### src/common/qacs_pkg.sv
`default_nettype none
package qacs_pkg;

    // ----------------------------------------
    // control word layout
    // ----------------------------------------
    localparam int           CTL_W     = 8;
    localparam int           SEL_TOP   = 5;
    localparam int           SEL_MID   = 4;
    localparam int           SEL_LO    = 3;
    localparam logic [1:0]   CHAN_RST  = 2'h0;

    // ----------------------------------------
    // conversion timing, in serial clock edges
    // ----------------------------------------
    localparam logic [4:0]   EDGE_ONE        = 5'h01;
    localparam logic [4:0]   CONV_CLKS       = 5'h10;
    localparam logic [4:0]   HOLD_FALL       = 5'h04;
    localparam logic [4:0]   CTL_RISES       = 5'h08;
    localparam logic [4:0]   SAR_FIRST_RISE  = 5'h04;
    localparam logic [4:0]   SAR_LAST_RISE   = 5'h0b;
    localparam logic [4:0]   DOUT_FIRST_FALL = 5'h05;
    localparam logic [4:0]   DOUT_LAST_FALL  = 5'h0c;

    // ----------------------------------------
    // result format
    // ----------------------------------------
    localparam int           RES_W     = 8;
    localparam int           RES_CODES = 256;
    localparam logic [7:0]   SAR_TRIAL = 8'h80;
    localparam logic [7:0]   RES_RST   = 8'h00;

    // ----------------------------------------
    // pin synchroniser lanes
    // ----------------------------------------
    localparam int           SYNC_W    = 4;
    localparam int           LN_SCLK   = 0;
    localparam int           LN_CS     = 1;
    localparam int           LN_DIN    = 2;
    localparam int           LN_COMP   = 3;
    localparam logic [3:0]   SYNC_RST  = 4'h2;

    typedef enum logic [1:0] {ST_IDLE, ST_TRACK, ST_CONVERT, ST_SLEEP} qacs_state_t;

endpackage
`default_nettype wire

### src/core/qacs_core.sv
// Overview of operation
// - control word bits 7-6 and 2-0 never affect converter behaviour
// - bits 5-3 choose the input sampled in the following conversion
// - bit 5 ignored; 00,01,10,11 select inputs one to four
// - result is unsigned straight binary with mid-LSB code transitions
// - result spans 256 codes, one LSB is supply over 256
// - powered from the 1st to the 16th falling edge while frame select low, powered down while it is high
// - power-down from 16th falling clock edge to next 1st falling edge
// - each conversion takes 16 clocks, back to back allowed
// - conversions repeat as long as frame select stays low
// - continuous throughput is serial clock over 16
// - control word captured on first eight rising edges of conversion
// - track three clocks, convert twelve, result MSB first from clock 5
// - first conversion after power-up samples input one
`timescale 1ns/100ps
`default_nettype none
module qacs_core
    import qacs_pkg::*;
(
    // clock and reset
    input  wire logic              clock,
    input  wire logic              rst_b,
    // serial link pins
    input  wire logic              sclk,
    input  wire logic              cs_b,
    input  wire logic              din,
    output logic                   dout,
    output logic                   dout_oe,
    // converter core
    input  wire logic              comp_above,
    output logic      [3:0]        mux_sel,
    output logic                   track,
    output logic                   convert,
    output logic                   power_up,
    output logic      [RES_W-1:0]  dac_code,
    // result
    output logic      [RES_W-1:0]  result,
    output logic                   result_valid
);

    // ----------------------------------------
    // helpers
    // ----------------------------------------
    function automatic logic [2:0] sar_idx(input logic [4:0] n);
        sar_idx = 3'(SAR_LAST_RISE - n);
    endfunction

    function automatic logic [4:0] next_edge(input logic [4:0] n);
        next_edge = (n == CONV_CLKS || n == 5'h00) ? EDGE_ONE : 5'(n + EDGE_ONE);
    endfunction

    typedef struct packed {
        qacs_state_t        state;
        logic [4:0]         fall_cnt;
        logic [4:0]         rise_cnt;
        logic [CTL_W-1:0]   ctl_sr;
        logic [1:0]         chan;
        logic [RES_W-1:0]   sar;
        logic [RES_W-1:0]   result;
        logic               res_vld;
        logic               dout;
        logic               dout_oe;
        logic               sclk_d;
        logic               cs_d;
    } qacs_core_t;

    qacs_core_t           s_r;
    qacs_core_t           s_nxt;
    logic [SYNC_W-1:0]    pins_s;
    logic                 sclk_s;
    logic                 cs_s;
    logic                 din_s;
    logic                 comp_s;
    logic                 frame;
    logic                 fall_evt;
    logic                 rise_evt;
    logic [4:0]           fall_no;
    logic [4:0]           rise_no;
    logic [2:0]           bit_sel;

    // ----------------------------------------
    // pin synchronisers
    // ----------------------------------------
    qacs_sync #(
        .W       (SYNC_W),
        .RST_VAL (SYNC_RST)
    ) u_sync (
        .clock    (clock),
        .rst_b    (rst_b),
        .async_in ({comp_above, din, cs_b, sclk}),
        .sync_out (pins_s)
    );

    assign sclk_s = pins_s[LN_SCLK];
    assign cs_s   = pins_s[LN_CS];
    assign din_s  = pins_s[LN_DIN];
    assign comp_s = pins_s[LN_COMP];

    // ----------------------------------------
    // edge detection
    // ----------------------------------------
    // sclk is gated by frame select; a select fall with sclk low is the first fall
    assign frame    = ~cs_s;
    assign fall_evt = frame & ~sclk_s & (s_r.sclk_d | s_r.cs_d);
    assign rise_evt = frame & sclk_s & ~s_r.sclk_d;
    assign fall_no  = next_edge(s_r.fall_cnt);
    assign rise_no  = next_edge(s_r.rise_cnt);
    assign bit_sel  = sar_idx(rise_no);

    // ----------------------------------------
    // sequencer
    // ----------------------------------------
    always_comb
    begin
        s_nxt         = s_r;
        s_nxt.sclk_d  = sclk_s;
        s_nxt.cs_d    = cs_s;
        s_nxt.dout_oe = frame;
        s_nxt.res_vld = 1'b0;
        if (!frame)
        begin
            s_nxt.state    = ST_IDLE;
            s_nxt.fall_cnt = 5'h00;
            s_nxt.rise_cnt = 5'h00;
            s_nxt.dout     = 1'b0;
        end
        else
        begin
            if (fall_evt)
            begin
                s_nxt.fall_cnt = fall_no;
                s_nxt.dout     = 1'b0;
                case (fall_no)
                    EDGE_ONE:  s_nxt.state = ST_TRACK;
                    HOLD_FALL:
                    begin
                        s_nxt.state = ST_CONVERT;
                        s_nxt.sar   = SAR_TRIAL;
                    end
                    CONV_CLKS: s_nxt.state = ST_SLEEP;
                    default:   s_nxt.state = s_r.state;
                endcase
                if (fall_no >= DOUT_FIRST_FALL && fall_no <= DOUT_LAST_FALL)
                begin
                    s_nxt.dout = s_r.sar[sar_idx(5'(fall_no - EDGE_ONE))];
                end
            end
            if (rise_evt)
            begin
                s_nxt.rise_cnt = rise_no;
                if (rise_no <= CTL_RISES)
                begin
                    s_nxt.ctl_sr = {s_r.ctl_sr[CTL_W-2:0], din_s};
                end
                if (rise_no >= SAR_FIRST_RISE && rise_no <= SAR_LAST_RISE)
                begin
                    s_nxt.sar[bit_sel] = comp_s;
                    if (bit_sel != 3'h0)
                    begin
                        s_nxt.sar[3'(bit_sel - 3'h1)] = 1'b1;
                    end
                end
                if (rise_no == SAR_LAST_RISE)
                begin
                    s_nxt.result  = {s_r.sar[RES_W-1:1], comp_s};
                    s_nxt.res_vld = 1'b1;
                end
                if (rise_no == CONV_CLKS)
                begin
                    s_nxt.chan = s_r.ctl_sr[SEL_MID:SEL_LO];
                end
            end
        end
    end

    always_ff @(posedge clock or negedge rst_b)
    begin
        if (!rst_b)
        begin
            s_r          <= '0;
            s_r.state    <= ST_IDLE;
            s_r.chan     <= CHAN_RST;
            s_r.sar      <= RES_RST;
            s_r.result   <= RES_RST;
            s_r.cs_d     <= 1'b1;
        end
        else
        begin
            s_r <= s_nxt;
        end
    end

    // ----------------------------------------
    // outputs
    // ----------------------------------------
    assign dout         = s_r.dout;
    assign dout_oe      = s_r.dout_oe;
    assign mux_sel      = 4'(4'h1 << s_r.chan);
    assign track        = (s_r.state == ST_TRACK);
    assign convert      = (s_r.state == ST_CONVERT);
    assign power_up     = track | convert;
    assign dac_code     = s_r.sar;
    assign result       = s_r.result;
    assign result_valid = s_r.res_vld;

    // ----------------------------------------
    // checks
    // ----------------------------------------
    a_chan_latch: assert property (@(posedge clock) disable iff (!rst_b)
        (rise_evt && rise_no == CONV_CLKS) |=> (s_r.chan == $past(s_r.ctl_sr[SEL_MID:SEL_LO])))
        else $error("channel not latched at conversion end");

    a_chan_steady: assert property (@(posedge clock) disable iff (!rst_b)
        (s_r.state == ST_TRACK) |=> $stable(mux_sel) || (s_r.state != ST_TRACK))
        else $error("input select moved during tracking");

    a_sel_onehot: assert property (@(posedge clock) disable iff (!rst_b)
        $onehot(mux_sel) && mux_sel[s_r.chan])
        else $error("input select decode wrong");

    a_frame_power: assert property (@(posedge clock) disable iff (!rst_b)
        cs_s |=> !power_up)
        else $error("powered while frame select high");

    a_sleep_entry: assert property (@(posedge clock) disable iff (!rst_b)
        (fall_evt && fall_no == CONV_CLKS) |=> !power_up ##1 (!power_up || fall_evt))
        else $error("no power-down after sixteenth fall");

    a_back_to_back: assert property (@(posedge clock) disable iff (!rst_b)
        (fall_evt && s_r.fall_cnt == CONV_CLKS) |=> (s_r.state == ST_TRACK && s_r.fall_cnt == EDGE_ONE))
        else $error("next conversion did not start");

    a_hold_start: assert property (@(posedge clock) disable iff (!rst_b)
        (fall_evt && fall_no == HOLD_FALL) |=> convert && dac_code == SAR_TRIAL)
        else $error("hold not entered on fourth fall");

    a_ctl_shift: assert property (@(posedge clock) disable iff (!rst_b)
        (rise_evt && rise_no <= CTL_RISES) |=> (s_r.ctl_sr[0] == $past(din_s)))
        else $error("control bit not captured");

    a_dout_hiz: assert property (@(posedge clock) disable iff (!rst_b)
        cs_s ##1 cs_s |-> !dout_oe && !dout)
        else $error("data output driven outside frame");

    a_msb_first: assert property (@(posedge clock) disable iff (!rst_b)
        (fall_evt && fall_no == DOUT_FIRST_FALL) |=> (dout == $past(s_r.sar[RES_W-1])))
        else $error("msb not shifted on fifth fall");

    a_valid_pulse: assert property (@(posedge clock) disable iff (!rst_b)
        (rise_evt && rise_no == SAR_LAST_RISE) |=> result_valid)
        else $error("no result pulse after last trial");

    a_valid_single: assert property (@(posedge clock) disable iff (!rst_b)
        result_valid |=> !result_valid)
        else $error("result pulse longer than one cycle");

    a_result_hold: assert property (@(posedge clock) disable iff (!rst_b)
        !result_valid |-> $stable(result))
        else $error("result changed without pulse");

    a_result_final: assert property (@(posedge clock) disable iff (!rst_b)
        (rise_evt && rise_no == SAR_LAST_RISE) |=> (result == dac_code))
        else $error("result differs from final trial code");

    a_track_start: assert property (@(posedge clock) disable iff (!rst_b)
        (fall_evt && fall_no == EDGE_ONE) |=> (track && !convert))
        else $error("track not entered on first fall");

    a_convert_span: assert property (@(posedge clock) disable iff (!rst_b)
        (fall_evt && fall_no == CONV_CLKS) |-> convert)
        else $error("conversion ended before sixteenth fall");

    a_ctl_frozen: assert property (@(posedge clock) disable iff (!rst_b)
        (rise_evt && rise_no > CTL_RISES) |=> $stable(s_r.ctl_sr))
        else $error("control word shifted after eighth rise");

    a_dout_drive: assert property (@(posedge clock) disable iff (!rst_b)
        !cs_s ##1 !cs_s |-> dout_oe)
        else $error("data output not driven in frame");

    a_dout_quiet: assert property (@(posedge clock) disable iff (!rst_b)
        (fall_evt && (fall_no < DOUT_FIRST_FALL || fall_no > DOUT_LAST_FALL)) |=> !dout)
        else $error("data output high outside result bits");

    a_chan_hold: assert property (@(posedge clock) disable iff (!rst_b)
        !(rise_evt && rise_no == CONV_CLKS) |=> $stable(s_r.chan))
        else $error("channel changed inside a conversion");

    a_sleep_hold: assert property (@(posedge clock) disable iff (!rst_b)
        (s_r.state == ST_SLEEP && frame && !fall_evt) |=> (s_r.state == ST_SLEEP))
        else $error("left sleep without a falling edge");

    a_sleep_wake: assert property (@(posedge clock) disable iff (!rst_b)
        (s_r.state == ST_SLEEP && fall_evt) |=> track)
        else $error("no wake into track after sleep");

    a_frame_drop: assert property (@(posedge clock) disable iff (!rst_b)
        !frame |=> (s_r.fall_cnt == 5'h00 && s_r.rise_cnt == 5'h00))
        else $error("edge counters kept outside frame");

endmodule // qacs_core
`default_nettype wire

### src/core/qacs_sync.sv
`timescale 1ns/100ps
`default_nettype none
module qacs_sync
    import qacs_pkg::*;
#(
    parameter int              W       = SYNC_W,
    parameter logic [W-1:0]    RST_VAL = SYNC_RST
)(
    // clock and reset
    input  wire logic          clock,
    input  wire logic          rst_b,
    // lanes
    input  wire logic [W-1:0]  async_in,
    output logic      [W-1:0]  sync_out
);

    typedef struct packed {
        logic [W-1:0] stage1;
        logic [W-1:0] stage2;
    } qacs_sync_t;

    qacs_sync_t s_r;
    qacs_sync_t s_nxt;

    always_comb
    begin
        s_nxt.stage1 = async_in;
        s_nxt.stage2 = s_r.stage1;
    end

    always_ff @(posedge clock or negedge rst_b)
    begin
        if (!rst_b)
        begin
            s_r <= {RST_VAL, RST_VAL};
        end
        else
        begin
            s_r <= s_nxt;
        end
    end

    assign sync_out = s_r.stage2;

endmodule // qacs_sync
`default_nettype wire

### config.mk
export PLATFORM = sky130hd
export DESIGN_NAME = qacs_core
export DESIGN_NICKNAME = d
export VERILOG_FILES = /design/src/common/qacs_pkg.sv /design/src/core/qacs_core.sv /design/src/core/qacs_sync.sv
export SDC_FILE = /design/constraint.sdc
export NUM_CORES = 1
export LEC_CHECK = 0
export BUFFER_PORTS_ARGS = -buffer_cell sky130_fd_sc_hd__buf_4
export CAP_MARGIN = 10
export CORE_AREA = 2 2 92 94
export DETAILED_ROUTE_END_ITERATION = 6
export DIE_AREA = 0 0 94 96
export HOLD_SLACK_MARGIN = 0.1
export PLACE_DENSITY_LB_ADDON = 0.08
export SYNTH_ARGS = -nofsm -noshare
export SYNTH_HDL_FRONTEND = slang
export SYNTH_SLANG_ARGS = --single-unit
export TNS_END_PERCENT = 100
### constraint.sdc
create_clock -name clock -period 2.8 [get_ports clock]
set_input_delay 0.56 -clock clock [delete_from_list [all_inputs] [get_ports clock]]
set_output_delay 0.56 -clock clock [all_outputs]
set_load 0.02 [all_outputs]
; ---- Word-level counts from Yosys, hierarchy flattened
; Index checks and enable logic that the tools add are counted.
[op_classes]
bitwise = 10
shift = 1
add_sub_neg = 6
order_cmp = 10
reduce_logical = 16
muxes = 25
eq_ne = 9
[op_table]
columns = cell, count
row1 = 8-bit 2-to-1 mux, 6
row2 = 32-bit 2-to-1 mux, 1
row3 = "5-bit equality test, second input constant", 4
row4 = "5-bit by 4-bit <= comparator with 1-bit output, second input constant", 3
row5 = "3-bit by 4-bit less-than comparator with 1-bit output, second input constant", 3
row6 = 12-bit 2-to-1 mux, 1
row7 = "5-bit by 1-bit adder with 5-bit output, second input constant", 2
row8 = "5-bit by 3-bit greater-or-equal comparator with 1-bit output, second input constant", 2
row9 = 5-bit logical NOT, 2
row10 = 5-bit 2-to-1 mux, 2
row11 = 9-bit 2-to-1 mux, 1
row12 = 3-bit AND reduction, 3
row13 = 8-bit bitwise mux, 1
row14 = 8-bit OR, 1
row15 = 1-bit 2-to-1 mux, 7
row16 = 7-bit 2-to-1 mux, 1
row17 = 1-bit demux with 3-bit select, 2
row18 = "3-bit by 1-bit greater-or-equal comparator with 1-bit output, second input constant", 2
row19 = 2-bit one-hot mux with 3 select lines, 1
row20 = "2-bit by 3-bit subtractor with 3-bit output, first input constant", 2
row21 = "3-bit by 1-bit subtractor with 3-bit output, second input constant", 2
row22 = "5-bit by 1-bit equality test with 1-bit output, second input constant", 1
row23 = "5-bit by 3-bit equality test with 1-bit output, second input constant", 1
row24 = "5-bit by 4-bit equality test with 1-bit output, second input constant", 1
row25 = other kinds (14), 25
[word_totals]
out_inout_bits = 26
register_bits = 51
wordCells = 91

; ---- Logic depth before layout (Yosys ltp)
[depth]
depth_word = 14
depth_mapped = 13
mapped_depth_nobuf = 12

; ---- Hierarchy
; From an unflattened synthesis, not the netlist that was laid out.
[hier_totals]
hier_cells = 286
area_unflattened_um2 = 2895.3
[modules_own_cells]
columns = mod, area_per_inst_um2, n_inst, cells_per_inst, seq_area_each_um2
row1 = qacs_core, 2692.6, 1, 278, 1002.2
row2 = qacs_sync, 202.7, 1, 8, 202.7

; ---- Least setup slack after synthesis
; OpenSTA, ideal clock, no wires.
[synth_timing]
kind = flip-flop to flip-flop
from = reg s_r[31] in the netlist's numbering
to = reg result[0] (netlist name)
slack_ns = 0.001
stages_incl_launch_ff = 11
arrival_time_ns = 2.674
period_less_slack_ns = 2.799
setup_ns = 0.125
cell_sequence = dfrtp_1 buf_2 inv_1 ha_1 or3b_1 nand2_1 ha_1 inv_1 or4_1 buf_6 mux2_4
[synth_via]
elab_chain_cells = 5
elab_cells_between_ends = 7
classes_between = add/sub: 1 / eq/ne: 2 / mux: 1 / reduce/logical: 3
[synth_lines]
columns = item, line_no
row1 = from (decl), qacs_core.sv:67  ; qacs_core_t s_r;
row2 = from (signal assigned), qacs_core.sv:189  ; s_r <= s_nxt;
row3 = "parallel branches: the longest is 2 deep, another holds 5-bit by 1-bit adder with 5-bit output", n/a
row4 = 5-bit 2-to-1 mux *, qacs_core.sv:49  ; next_edge = (n == CONV_CLKS || n == 5'h00) ? EDGE_ONE : 5'(n + EDGE_ONE);
row5 = 5-bit by 4-bit equality test with 1-bit output *, qacs_core.sv:163  ; if (rise_no == SAR_LAST_RISE)
row6 = 3-bit AND reduction (no source line) *, n/a
; Every way passes the cells marked *.
; A chain may end at the register's enable or synchronous reset.

; ---- Worst setup path in the final report
[layout_timing]
from = reg s_r[32] in the netlist's numbering
to = reg s_r (netlist bit dac_code[6])
[layout_via]
elab_chain_cells = 13
elab_cells_between_ends = 26
classes_between = add/sub: 3 / order compare: 6 / eq/ne: 1 / mux: 9 / bitwise: 1 / reduce/logical: 6
[layout_lines]
columns = item, line_no
row1 = "parallel branches: the longest is 2 deep, another holds 5-bit by 1-bit adder with 5-bit output", n/a
row2 = 5-bit 2-to-1 mux *, qacs_core.sv:49
row3 = 2-bit by 3-bit subtractor with 3-bit output, qacs_core.sv:45  ; sar_idx = 3'(SAR_LAST_RISE - n);
row4 = 3-bit by 1-bit subtractor with 3-bit output (tied with other cells), qacs_core.sv:160  ; s_nxt.sar[3'(bit_sel - 3'h1)] = 1'b1;
row5 = 3-bit by 4-bit less-than comparator with 1-bit output (not written as such) (tied with other cells), qacs_core.sv:160
row6 = 1-bit logical AND (not written as such) or 1-bit 2-to-1 mux (tied branches), "qacs_core.sv:160, qacs_core.sv:157"
row7 = 1-bit 2-to-1 mux (not written as such) or 1-bit demux with 3-bit select (tied branches), "qacs_core.sv:160, qacs_core.sv:157"
row8 = 1-bit demux with 3-bit select or 8-bit bitwise mux (tied branches), "qacs_core.sv:160, qacs_core.sv:157"
row9 = 8-bit OR (no source line), n/a
row10 = 8-bit 2-to-1 mux, qacs_core.sv:158  ; if (bit_sel != 3'h0)
row11 = 8-bit 2-to-1 mux *, qacs_core.sv:155  ; if (rise_no >= SAR_FIRST_RISE && rise_no <= SAR_LAST_RISE)
row12 = 32-bit 2-to-1 mux *, qacs_core.sv:148  ; if (rise_evt)
; Every way passes the cells marked *. The select of a mux whose other input is x is not followed.

==> impl_metrics.py <==
metrics = {
    "status": {
        "outcome": "completed",
    },
    "clocking": {
        "cts_root_buf": "clkbuf_8",
        "worstSkewPairLatency_ns": 0.31,
        "cts_max_level": 2,
        "cts_tree": "built",
        "cts_setup_buffers": 0,
        "clkTransAtPathRegs_ns": 0.10,
        "cts_inserted_buffers": 5,
        "cts_hold_buf": 0,
        "cts.sinks": 48,
        "cts.path.max_buffers": 2,
        "ctsResizeCount": 0,
    },
    "logic_synthesis": {
        "synth_edf_count": 0,
        "syn_avg_cell_area_um2": 10.5,
        "async_reset_ff_frac": 1.00,
        "syn_nets": 276,
        "synthFlopType": "dfrtp_1",
        "synth_area_mm2": 0.00273,
        "seq_area_frac_synth": 0.441,
        "ys_top_cells_by_area": "dfrtp_1 (41%), ha_1 (5.0%), buf_4 (4.7%)",
        "synth.largest_area_cell": "dfrtp_1",
        "yosys.area.top_type_share": 0.412,
        "ys_seq_elements": 48,
        "ys_warn_count": 0,
        "synth.distinct_cells": 59,
        "netlist_instances": 259,
    },
    "global_routing": {
        "grt_antenna_before_repair": 0,
        "grt_pass1_wl_um": 9320,
        "grt_pass1_vias": 1863,
        "grt_max_degree": 49,
        "grt-ovfl-total": 0,
        "grtUsageTotal": 0.134,
    },
    "routing": {
        "wl_per_cell_um": 14.5,
        "remaining_drc_errors": 0,
        "post_drt_via_cell_ratio": 4.95,
        "drtIter0Drc": 90,
        "vias": 1935,
        "firstDrtPassIters": 5,
        "drt-total-wl_um": 5650,
        "postRouteAntennaNets": 0,
    },
    "floorplanning": {
        "die_y_um": 96,
        "start_util": 0.339,
        "rows": 33,
        "core_mm2": 0.00805,
        "die_w_um": 94,
        "io_pins": 32,
        "dieArea_mm2": 0.00902,
    },
    "finish": {
        "layout.nets": 302,
        "diodes": 0,
        "syn_to_final_growth_pct": 14.8,
        "layout_commonest_cell": "dfrtp_1",
        "fillers": 800,
        "drive_gt1_frac": 0.301,
        "layout_common_cells": "dfrtp_1 (45), buf_4 (44), inv_1 (15), a21oi_1 (15)",
        "layout.cells.non_filler": 391,
        "seqCellArea_mm2": 0.00120,
        "multi_input_area_mm2": 0.00131,
        "final_util": 0.389,
    },
    "sta": {
        "setup_violations": 0,
        "timing.final.crit_share": 0.938,
        "worst_slack_ns": 0.175,
        "slew_headroom": 0.589,
        "fin_hold_ws_ns": 0.247,
        "drv_slew": 0,
        "fin_tns_setup_ns": 0,
        "rsz0062_at_grt": "no",
        "fmax_mhz": 381,
        "tightest_slew_ns": 0.616,
        "hold_viol": 0,
        "clock-skew-final_ns": 0.0120,
        "post-route-min-period_ns": 2.63,
    },
    "critical_path": {
        "rr_endpoint": "dac_code[6]$_DFFE_PN0N_",
        "slowest_delay_ns": 0.42,
        "endpoint_kind": "flop",
        "critPathSlowestCell": "dfrtp_1",
        "rrSetupSlack_ns": 0.17,
        "crit_type": "reg -> reg",
        "reg2reg_depth": 10,
        "worst_setup_path_start_kind": "flop",
        "r2r-start": "s_r[32]$_DFFE_PN0P_",
        "critPathRequiredTime_ns": 2.98,
        "crit_chain": "inv_1, ha_1, or3b_4, nand2_1, ha_1, inv_1, a311o_1, a21o_1, nor2_1, a41oi_1",
        "cp-startpoint": "s_r[32]$_DFFE_PN0P_",
        "cp-endpoint": "dac_code[6]$_DFFE_PN0N_",
        "arrival_ns": 2.80,
        "crit_path_max_fanout": 7,
    },
    "placed_design": {
        "dp_cells": 383,
        "dp_slack_ns": 0.0927,
        "globalplace.congestion": 0.791,
        "post-dp-hpwl_um": 4140,
        "port_buffers": 31,
    },
    "pwr": {
        "power.leakage_nw": 1.44,
        "powerDensity_mw_per_mm2": 484,
        "ir_drop_v": 0.000227,
    },
    "flow_run": {
        "drv_cap": 0,
    },
    "hold_path": {
        "hold_path.class": "in -> async",
    },
}
worst min-delay path by stage:
stage,from,endpoint,slack [ns],cells after the start
global placement,u_sync.s_nxt[0]$_DFF_PN0_,u_sync.sync_out[0]$_DFF_PN0_,0.33,0
floorplan,rst_b,dac_code[0]$_DFFE_PN0N_,0.26,0
finish,rst_b,result_valid$_DFF_PN0_,0.25,1
detailed placement,u_sync.s_nxt[0]$_DFF_PN0_,u_sync.sync_out[0]$_DFF_PN0_,0.33,0
CTS,rst_b,result[1]$_DFFE_PN0P_,0.28,1
global route,rst_b,result_valid$_DFF_PN0_,0.30,1
cells in the mapped netlist, types with 2 or more instances:
master and n:
mux4_2 2, or4_1 2, o31ai_1 2, clkbuf_1 4, mux2_4 8, and2_1 4, buf_2 2, a21oi_1 15
o21ai_0 4, o21bai_1 2, o311ai_0 3, and4_1 2, or3_1 3, ha_1 11, nor2_1 14, nor4_1 2
a22oi_1 3, nand2b_1 8, dfstp_2 3, o32a_1 2, nor3_1 7, nor2b_1 6, nand3_1 3, xor2_1 2
xnor2_1 5, mux2_2 10, mux2i_1 3, o32ai_1 2, inv_1 15, a211oi_1 4, dfrtp_1 45, nand2_1 14
o21ai_1 5, buf_4 17
worst max-delay path, delay by kind of cell (launching register included):
family                   cells  cell delay (ns)
flip-flops                   1             0.42
adder cells (fa/ha/maj)      2             0.34
AO/OA/AOI/OAI                3             0.77
AND/OR/NAND/NOR              3             0.82
buffers and inverters        2             0.15
where the power goes:
part	internal [mW]	switching, mW	total, mW
Combinational	0.127	0.143	0.270
Sequential	0.752	0.0464	0.799
Clock	0.202	0.246	0.448
state kept, by name, summed over array words and instances (netlist names):
name             count
dout_oe              1
dac_code             8
result               8
u_sync.sync_out      4
result_valid         1
u_sync.s_nxt         4
dout                 1
s_r                 21
layout make-up:
class / instances / area share
flip-flops and latches: 48 / 0.385
well taps: 105 / 0.0419
repair buffers: 44 / 0.105
multi-input cells: 170 / 0.418
inverters: 16 / 0.0192
clock inverters: 2 / 0.00439
clock buffers: 6 / 0.0264
metal layers:
layer	part of all wire	global-route usage
met5	0	0
met4	0.013	0.0399
met3	0.049	0.0298
met2	0.46	0.213
met1	0.48	0.182
metrics by stage:
step	power, mW	instance area [um^2]
after floorplan	0.998	2730
after global placement	1.08	3020
after detailed placement	1.08	3020
after CTS	1.54	3120
after global routing	1.60	3130
final	1.52	3130
cells by family after synthesis:
group           count (synthesis)  synth area share
flops                          48             0.441
mux                            23             0.113
simple gates                   73             0.148
fa+ha+maj                      11            0.0504
xor+xnor                        7            0.0225
compound gates                 56             0.142
buf+inv                        41            0.0834
(Power assumes the default switching activity.)
